--- src/hw/sspv_pkg.sv ---
// Package of the strap capture and LED pin block.
// Assumes one pclk domain; constants shared by the top and its synchroniser.
package sspv_pkg;

   // ==========================================================
   // Strap pin positions on the shared pin vector
   localparam int STRAP_N      = 5;
   localparam int PIN_HASH0    = 0;
   localparam int PIN_HASH1    = 1;
   localparam int PIN_FIX_PRI  = 2;
   localparam int PIN_TAG_PRI  = 3;
   localparam int PIN_GROUP    = 4;

   // ==========================================================
   // LED sources driven on the strap pins in LED direct mode
   localparam logic [2:0] LED_DUP_HASH0 = 3'h0;
   localparam logic [2:0] LED_LNK_HASH1 = 3'h7;
   localparam logic [2:0] LED_LNK_FIX   = 3'h0;
   localparam logic [2:0] LED_LNK_TAG   = 3'h1;
   localparam logic [2:0] LED_DUP_GROUP = 3'h3;

   // ==========================================================
   // Hash method codes and port grouping
   localparam logic [1:0] HASH_DIR_CRC0 = 2'h0;
   localparam logic [1:0] HASH_DIR_CRC1 = 2'h1;
   localparam logic [1:0] HASH_CRC_CRC  = 2'h2;
   localparam logic [1:0] HASH_RSVD     = 2'h3;
   localparam logic [2:0] PORT_HI_A     = 3'h6;
   localparam logic [2:0] PORT_HI_B     = 3'h7;
   localparam logic [2:0] PORT_UPLINK   = 3'h7;
   localparam logic [7:0] MASK_UPLINK   = 8'h80;
   localparam logic [7:0] MASK_LEAVES   = 8'h7f;

   // ==========================================================
   // Capture timing: synchroniser depth before the captured sample
   localparam logic [1:0] CAPT_WAIT = 2'h2;

   // ==========================================================
   // APB register map
   localparam logic [7:0] REG_CTRL   = 8'h00;
   localparam logic [7:0] REG_STATUS = 8'h04;
   localparam int CTRL_LED_BIT = 0;
   localparam logic CTRL_LED_RST = 1'b1;

   typedef enum logic [0:0] {PH_CAPTURE, PH_ACTIVE} sspv_phase_e;

   // Field order follows the pin positions, so a cast of the pin vector
   // and the status word both line up with the strap numbering
   typedef struct packed {
      logic       port_group_strap;
      logic       tag_priority_strap;
      logic       fixed_port_priority_strap;
      logic [1:0] hash_method_select;
   } sspv_cfg_s;

endpackage : sspv_pkg

--- src/hw/sspv_sync.sv ---
// Two-stage synchroniser for the strap pin levels.
// Assumes pins are asynchronous to pclk; reset clears both stages.
`timescale 1ns/100ps
module sspv_sync
   import sspv_pkg::*;
#(
   parameter int N = STRAP_N
) (
   input  wire logic         pclk,
   input  wire logic         presetn,
   input  wire logic [N-1:0] pin_level,
   output logic      [N-1:0] pin_sync
);

   typedef struct packed {
      logic [N-1:0] meta;
      logic [N-1:0] sync;
   } sspv_sync_s;

   sspv_sync_s q, d;

   // ==========================================================
   // First stage read only by the second
   always_comb begin
      d      = q;
      d.meta = pin_level;
      d.sync = q.meta;
   end

   always_ff @(posedge pclk or negedge presetn) begin
      if (!presetn) begin
         q <= '0;
      end else begin
         q <= d;
      end
   end

   assign pin_sync = q.sync;

endmodule : sspv_sync

--- src/hw/sspv_top.sv ---
// Strap capture, configuration and LED pin reuse for the switch core.
// Assumes an APB master on pclk and switch status/frame inputs on pclk.
//
// Contract
// Hash selection 00/01 is direct then CRC, 10 is CRC both, 11 reserved.
// The hash straps are sampled through reset and held from release; the code clears the synchroniser in reset and captures them with R6 straps.
// In LED direct mode hash pin 0 shows full duplex of port 0.
// In LED direct mode hash pin 1 shows link of port 7.
// With the fixed priority strap set, frames from ports 6 and 7 are high.
// Priority, tag and group straps are captured at reset release.
// In LED direct mode the fixed priority pin shows link of port 0.
// With the tag priority strap set, high priority tags make frames high.
// In LED direct mode the tag priority pin shows link of port 1.
// Port grouping is on only when its strap is 1, else one domain.
// With grouping on, ports 0 to 6 reach only port 7 and port 7 all.
// In LED direct mode the group pin shows full duplex of port 3.
// Strap pin changes after reset release are ignored.
`timescale 1ns/100ps
module sspv_top
   import sspv_pkg::*;
(
   input  wire logic                pclk,
   input  wire logic                presetn,
   input  wire logic                psel,
   input  wire logic                penable,
   input  wire logic                pwrite,
   input  wire logic [7:0]          paddr,
   input  wire logic [31:0]         pwdata,
   output logic                     pready,
   output logic      [31:0]         prdata,
   output logic                     pslverr,
   input  wire logic [STRAP_N-1:0]  strap_level,
   output logic      [STRAP_N-1:0]  strap_led,
   output logic      [STRAP_N-1:0]  strap_led_en,
   input  wire logic [7:0]          port_link,
   input  wire logic [7:0]          port_duplex,
   input  wire logic                frame_valid,
   input  wire logic [2:0]          frame_port,
   input  wire logic                frame_tag_high,
   output logic                     cls_valid,
   output logic                     cls_high_pri,
   output logic      [7:0]          cls_fwd_mask,
   output logic                     hash_l1_crc,
   output logic                     hash_l2_crc,
   output logic                     hash_reserved,
   output logic                     cfg_ready
);

   typedef struct packed {
      sspv_phase_e          phase;
      logic [1:0]           cnt;
      sspv_cfg_s            cfg;
      logic                 led_en;
      logic [STRAP_N-1:0]   led;
      logic [STRAP_N-1:0]   led_oe;
      logic                 pready;
      logic [31:0]          prdata;
      logic                 pslverr;
      logic                 cls_valid;
      logic                 cls_high;
      logic [7:0]           cls_mask;
      logic                 l1_crc;
      logic                 l2_crc;
      logic                 rsvd;
   } sspv_state_s;

   sspv_state_s          q, d;
   logic [STRAP_N-1:0]   strap_sync;
   logic                 active;
   logic                 acc;
   logic [7:0]           onehot;

   sspv_sync #(
      .N         (STRAP_N)
   ) u_sync (
      .pclk      (pclk),
      .presetn   (presetn),
      .pin_level (strap_level),
      .pin_sync  (strap_sync)
   );

   assign active = (q.phase == PH_ACTIVE);
   assign acc    = psel & penable;
   assign onehot = 8'h01 << frame_port;

   always_comb begin
      d = q;
      // ========================================================
      // Strap capture: one sample once the synchroniser is full
      case (q.phase)
         PH_CAPTURE: begin
            if (q.cnt == CAPT_WAIT) begin
               d.cfg   = sspv_cfg_s'(strap_sync);
               d.phase = PH_ACTIVE;
            end else begin
               d.cnt = q.cnt + 2'h1;
            end
         end
         PH_ACTIVE: begin
            d.phase = PH_ACTIVE;
         end
         default: begin
            d.phase = PH_CAPTURE;
         end
      endcase

      // ========================================================
      // Hash method decode; reserved code falls back to default
      d.l1_crc = (q.cfg.hash_method_select == HASH_CRC_CRC);
      d.l2_crc = 1'b1;
      d.rsvd   = (q.cfg.hash_method_select == HASH_RSVD);

      // ========================================================
      // LED direct mode; pins stay inputs until straps are taken
      d.led_oe = (active && q.led_en) ? '1 : '0;
      d.led[PIN_HASH0]   = port_duplex[LED_DUP_HASH0];
      d.led[PIN_HASH1]   = port_link[LED_LNK_HASH1];
      d.led[PIN_FIX_PRI] = port_link[LED_LNK_FIX];
      d.led[PIN_TAG_PRI] = port_link[LED_LNK_TAG];
      d.led[PIN_GROUP]   = port_duplex[LED_DUP_GROUP];

      // ========================================================
      // Frame class and forwarding mask
      d.cls_valid = frame_valid;
      d.cls_high  = (q.cfg.fixed_port_priority_strap &&
                     (frame_port == PORT_HI_A ||
                      frame_port == PORT_HI_B)) ||
                    (q.cfg.tag_priority_strap && frame_tag_high);
      if (!q.cfg.port_group_strap) begin
         d.cls_mask = ~onehot;
      end else if (frame_port == PORT_UPLINK) begin
         d.cls_mask = MASK_LEAVES;
      end else begin
         d.cls_mask = MASK_UPLINK;
      end

      // ========================================================
      // APB slave: one wait state, write lands with pready
      d.pready  = acc && !q.pready;
      d.pslverr = 1'b0;
      d.prdata  = '0;
      if (acc && !q.pready) begin
         case (paddr)
            REG_CTRL: begin
               d.prdata[CTRL_LED_BIT] = q.led_en;
            end
            REG_STATUS: begin
               d.prdata[6:0] = {active, q.rsvd, q.cfg};
            end
            default: begin
               d.pslverr = 1'b1;
            end
         endcase
      end
      if (acc && q.pready && pwrite && paddr == REG_CTRL) begin
         d.led_en = pwdata[CTRL_LED_BIT];
      end
   end

   always_ff @(posedge pclk or negedge presetn) begin
      if (!presetn) begin
         q        <= '0;
         q.phase  <= PH_CAPTURE;
         q.led_en <= CTRL_LED_RST;
      end else begin
         q <= d;
      end
   end

   assign pready        = q.pready;
   assign prdata        = q.prdata;
   assign pslverr       = q.pslverr;
   assign strap_led     = q.led;
   assign strap_led_en  = q.led_oe;
   assign cls_valid     = q.cls_valid;
   assign cls_high_pri  = q.cls_high;
   assign cls_fwd_mask  = q.cls_mask;
   assign hash_l1_crc   = q.l1_crc;
   assign hash_l2_crc   = q.l2_crc;
   assign hash_reserved = q.rsvd;
   assign cfg_ready     = active;
endmodule : sspv_top

--- config.mk ---
export PLATFORM = sky130hd
export DESIGN_NAME = sspv_top
export DESIGN_NICKNAME = d
export VERILOG_FILES = /design/src/hw/sspv_pkg.sv /design/src/hw/sspv_sync.sv /design/src/hw/sspv_top.sv
export SDC_FILE = /design/constraint.sdc
export NUM_CORES = 1
export LEC_CHECK = 0
export BUFFER_PORTS_ARGS = -buffer_cell sky130_fd_sc_hd__buf_2
export CORE_UTILIZATION = 45
export DETAILED_ROUTE_END_ITERATION = 6
export PLACE_DENSITY = 0.82
export SLEW_MARGIN = 20
export SYNTH_ARGS = -nofsm -noshare
export SYNTH_HDL_FRONTEND = slang
export SYNTH_HIERARCHICAL = 1
export SYNTH_SLANG_ARGS = --single-unit
--- constraint.sdc ---
create_clock -name pclk -period 2 [get_ports pclk]
set_input_delay 0.3 -clock pclk [delete_from_list [all_inputs] [get_ports pclk]]
set_output_delay 0.3 -clock pclk [all_outputs]
set_load 0.005 [all_outputs]
### After elaboration in Yosys (flattened, before gate mapping)

Index checks and enable logic that the tools add are counted.
W data, S select, Z words.

| word-level totals | value |
|---|---|
| bits of input ports | 71 |
| logic and storage cells | 55 |
| bits in registers | 51 |

| operators by class | value |
|---|---|
| bitwise operators | 4 |
| shifts and indexed selects | 1 |
| $add $sub $neg | 1 |
| multiplexer cells | 9 |
| reduce and logical (&&, ||, !) cells | 14 |
| equal/unequal tests | 6 |

Operators with widths:

| cell | count |
|---|---|
| $mux W8 | 3 |
| $eq A8 B3 Y1 const B | 1 |
| $logic_not A8 Y1 | 1 |
| $not A8 Y8 | 1 |
| $shl A1 B3 Y8 const A | 1 |
| $logic_and A1 B1 Y1 | 7 |
| $eq A2 B2 Y1 const B | 3 |
| $eq A3 B3 Y1 const B | 2 |
| $mux W6 | 1 |
| $mux W5 | 1 |
| $pmux W1 S2 | 2 |
| $reduce_and A2 Y1 | 2 |
| $add A2 B1 Y2 const B | 1 |
| $logic_or A1 B1 Y1 | 2 |
| $mux W1 | 2 |
| $not A1 Y1 | 2 |
| $reduce_or A2 Y1 | 1 |
| $and A1 B1 Y1 | 1 |
| $logic_not A1 Y1 | 1 |

### Depth between registers and ports, before layout

| logic depth | value |
|---|---|
| depth after elaboration | 4 |
| depth in mapped cells | 6 |
| gate-level depth less buffers | 5 |

### Modules after synthesis

Netlist, hierarchy kept.

Modules (own cells, without submodules):

| module | cells an instance | area an instance (um2) | times used |
|---|---|---|---|
| sspv_top | 145 | 1691.6 | 1 |
| sspv_sync | 10 | 250.2 | 1 |

### Worst setup path before layout

OpenSTA, ideal clock, no wires.

| path | value |
|---|---|
| kind | register -> register |
| start point | reg q[63] (netlist bit) |
| end point | reg q[58] (netlist bit) |
| path slack | 658 ps |
| stages on the path, launching flop included | 5 |
| required time | 1875 ps |
| arrival | 1217 ps |
| buffers on the path | 0 |
| period minus slack after synthesis | 1342 ps |
| path through | dfrtp_1 > inv_1 > ha_1 > nor2b_1 > mux2_2 |

| on the way | value |
|---|---|
| word-level cells in the longest chain between the ends | 2 |

Ends and longest elaborated chain:

| element | line | source |
|---|---|---|
| start: declaration | sspv_top.sv:67 | `sspv_state_s q, d;` |
| $eq A2 B2 Y1 | sspv_top.sv:92 | `if (q.cnt == CAPT_WAIT) begin` |
| $reduce_and A2 Y1 (no source line) | - |  |

No other way between the ends.
A chain may end at the register's enable or synchronous reset.

### Final worst setup path

| path | value |
|---|---|
| start point | reg q[63] (netlist bit) |
| end point | reg q[62] (netlist bit) |

The elaborated chain is that of the path after synthesis.

==> out/results.tsv <==
stage	metric	value	unit
run_status	result of the run	completed	
pwr	power per standard cell area	829	nW/µm²
synthesis	post-synthesis instance area	1940	µm²
clock_tree	Clk pin slew, worst setup/hold paths	80	ps
pwr	relative contribution of combinational cells to total power	0.072	
clock_tree	Bufs on Longest Clock Path	2	
detailed_routing	number of DRC markers after the initial detailed-route iteration	11	
synthesis	Post-synth top flop	sky130_fd_sc_hd__dfrtp_1	
synthesis	leading cell types by total area after synthesis	sky130_fd_sc_hd__dfrtp_1 59%, sky130_fd_sc_hd__buf_4 19%, sky130_fd_sc_hd__mux2_2 2.9%	
critical_path	largest fanout of any net on the critical path	5	
synthesis	cells after synthesis	155	
synthesis	post-synth top area cell	sky130_fd_sc_hd__dfrtp_1	
sta	RSZ-0062 raised after global routing	no	
sta	smallest hold slack	114	ps
sta	final-layout setup total negative slack	0	ps
floorplanning	initial standard-cell utilization of the core	0.479	
placed_design	placer's final routability congestion estimate	0.727	
floorplanning	core area	4060	µm²
placed_design	number of placed cells counting well taps	239	
sta	number of setup violations in the final report	0	
pwr	Int Pwr	1.42	mW
grt	met2 track demand over resource	0.196	
grt	global route hottest layer	met2	
clock_tree	number of CTS-inserted buffers	5	
grt	pin count of the biggest net entering global routing	19	
grt	first-pass GRT wire length	3.75	mm
synthesis	fraction of synthesis flops using an asynchronous set or reset pin	1.00	
synthesis	EDFF count, synth	0	
job	max capacitance violation total	0	
sta	fin. max-slew vios	0	
clock_tree	root buffer cell	sky130_fd_sc_hd__clkbuf_8	
placed_design	Port Buffers	61	
pwr	sequential group share of total power	0.564	
sta	crit path time final	1450	ps
hold_path	worst min path class	in2reg	
critical_path	required time worst endpoint	2170	ps
synthesis	Yosys Warn Count	6	
critical_path	Critical R2R Capture	q[62]	
synthesis	post-synthesis share of cell area spent on xor and xnor gates	0.00451	
detailed_routing	remaining routing DRC violations	0	
grt	residual overflow from global routing	0	
final_layout	area of all sequential standard cells	1180	µm²
detailed_routing	average wire length per cell after detail routing	9.74	µm
sta	top achievable clock speed	692	MHz
critical_path	worst endpoint data arrival time	1620	ps
synthesis	post-synth top area share	0.593	
grt	met1 layer usage reported by global route	0.125	
synthesis	Mean Syn Cell Area	12.5	µm²
detailed_routing	final WL	2.42	mm
synthesis	number of distinct library cells after synthesis	30	
critical_path	classification of the worst setup path	reg2reg	
pwr	worst-case vdd ir drop	0.497	mV
hold_path	Min-Delay Path Depth	1	
pwr	Leakage Power	1.13	nW
clock_tree	clock network latency to the later pin of the worst-skew pair	290	ps
synthesis	cell with the most instances after synthesis	sky130_fd_sc_hd__buf_4	
critical_path	Worst R2R Start	q[63]	
grt	met3 usage	0.0405	
critical_path	Worst setup EP type	flop	
pwr	Tot Pwr	1.78	mW
floorplanning	site row count	23	
detailed_routing	DRT Pass-1 Iters	4	
final_layout	number of nets in the layout	269	
final_layout	# diodes	0	
grt	GRT Overall Usage	0.116	
sta	Setup WS post-layout	554	ps
final_layout	area taken by multi-input logic gates	460	µm²
floorplanning	die extent in x	67.7	µm
synthesis	post-synthesis share of cell area spent on full adders, half adders and majority gates	0.00644	
floorplanning	Top Ports	129	
final_layout	number of standard cells in the final layout excluding fillers	248	
hold_path	Hold Crit Start	port_link[1]	
detailed_routing	count of vias placed by the detailed router	1031	
placed_design	HPWL after DPL	1.91	mm
sta	total count of hold-check failures in the final report	0	
synthesis	number of flip-flops and latches in the synthesized netlist	47	
pwr	Clk pwr share	0.364	
synthesis	fraction of synthesized area in multiplexers	0.0399	
clock_tree	clock tree from TritonCTS	done	
floorplanning	overall die height	67.7	µm
synthesis	compound-cell area share of the yosys netlist	0.0425	
pwr	switching part of the total	0.200	
detailed_routing	Detail Route Antenna Nets	0	
final_layout	post-synthesis to final-layout area growth	10.4	%
synthesis	basic-gate share of the synthesized area counting and, or, nand and nor cells	0.0934	
final_layout	share of final-layout standard cells stronger than drive strength 1	0.399	
pwr	sw power	0.356	mW
grt	initial antenna violation count	0	
final_layout	count of fill cells added during filler insertion	350	
clock_tree	clk sink count	47	
clock_tree	Post-CTS Setup Bufs	0	
detailed_routing	routed via count divided by cell count	4.16	
synthesis	share of the yosys chip area belonging to registers	0.606	
synthesis	main combinational cell family by area after synthesis	buffers and inverters	
critical_path	Reg2Reg Depth	4	
synthesis	most frequent cells after synthesis	50 x sky130_fd_sc_hd__buf_4, 46 x sky130_fd_sc_hd__dfrtp_1, 8 x sky130_fd_sc_hd__and2_1	
critical_path	Worst Setup Start Kind	flop	
floorplanning	full die area	4580	µm²
critical_path	reg-to-reg setup timing slack	550	ps
sta	share of the clock period used by the worst path after layout	0.723	
sta	setup skew after layout	8.53	ps
placed_design	worst slack, placed	534	ps
clock_tree	H-tree lvl count	2	
hold_path	capture endpoint of the worst hold path	strap_led[3]	
grt	vias in the first global route	847	
power by group through the flow:
stage	sequential, mW	clock [mW]	combinational, mW
final	1.00	0.647	0.128
after global routing	1.01	0.707	0.150
after CTS	1.00	0.672	0.130
after detailed placement	1.02	0	0.129
after global placement	1.02	0	0.124
after floorplan	1.02	0	0.106
critical path, stage by stage, from the launching register on:
cell	delay, ps
sky130_fd_sc_hd__dfrtp_1	400
sky130_fd_sc_hd__inv_1	60
sky130_fd_sc_hd__ha_1	140
sky130_fd_sc_hd__nor2b_1	350
sky130_fd_sc_hd__mux2_2	380
through the flow:
stage / utilization / instance area [µm²]
after floorplan: - / 2030
after global placement: 0.500 / 2030
after detailed placement: 0.500 / 2030
after CTS: 0.529 / 2140
after global routing: 0.529 / 2140
final: 0.529 / 2140
registers in the layout, indices dropped and copies added (netlist names):
signal,flops
pready,1
cls_high_pri,1
u_sync/d,5
hash_l2_crc,1
cfg_ready,1
u_sync/pin_sync,5
cls_valid,1
strap_led_en,1
pslverr,1
q,8
strap_led,5
hash_reserved,1
cls_fwd_mask,8
prdata,7
hash_l1_crc,1
layout make-up:
| cell class | instances | share of cell area |
|---|---|---|
| clock buffer | 7 | 0.0356 |
| clock inverter | 1 | 0.0140 |
| inverter | 2 | 0.00350 |
| multi-input combinational | 77 | 0.215 |
| sequential | 47 | 0.549 |
| tap | 50 | 0.0292 |
| timing repair buffer | 64 | 0.154 |
cells by family after synthesis:
kind of cell             after synthesis
AO/OA/AOI/OAI                         12
XOR/XNOR                               1
adder cells (fa/ha/maj)                1
buffers and inverters                 55
flip-flops                            47
multiplexers                           7
other                                  2
AND/OR/NAND/NOR                       30
metal layers:
layer	vias to the layer above	routed length (µm)
met3	2	194
met4	0	13
met5	-	0
met2	50	1240
li1	504	-
met1	475	962
how the worst max path moves through the flow:
stage,from,to,cells past startpoint
after floorplan,q[63],q[58],4
after global placement,q[63],q[61],4
after detailed placement,q[63],q[62],4
after CTS,q[63],q[61],4
after global routing,q[63],q[61],4
final,q[63],q[62],4
repair_timing:
item,CTS,global route
hold buffers,1,0
endpoints found under the hold margin,16,0
setup endpoints to repair,0,0
gates resized for setup,0,0
layout by cell type (no fill, tap or decap), types with 2 or more instances in the layout:
master	synthesis	routed
sky130_fd_sc_hd__buf_2	0	61
sky130_fd_sc_hd__nand3_1	2	2
sky130_fd_sc_hd__dfrtp_1	46	46
sky130_fd_sc_hd__inv_1	2	2
sky130_fd_sc_hd__nor2b_1	2	2
sky130_fd_sc_hd__nand2_1	7	7
sky130_fd_sc_hd__buf_4	50	2
sky130_fd_sc_hd__clkbuf_8	0	5
sky130_fd_sc_hd__o21a_1	3	3
sky130_fd_sc_hd__o21ai_0	3	3
sky130_fd_sc_hd__conb_1	2	26
sky130_fd_sc_hd__mux2_2	5	5
sky130_fd_sc_hd__and2_1	8	8
sky130_fd_sc_hd__nor2_1	4	4
sky130_fd_sc_hd__a21oi_1	2	2
sky130_fd_sc_hd__clkbuf_1	3	2
No activity file was read; power rests on OpenSTA's default activity.
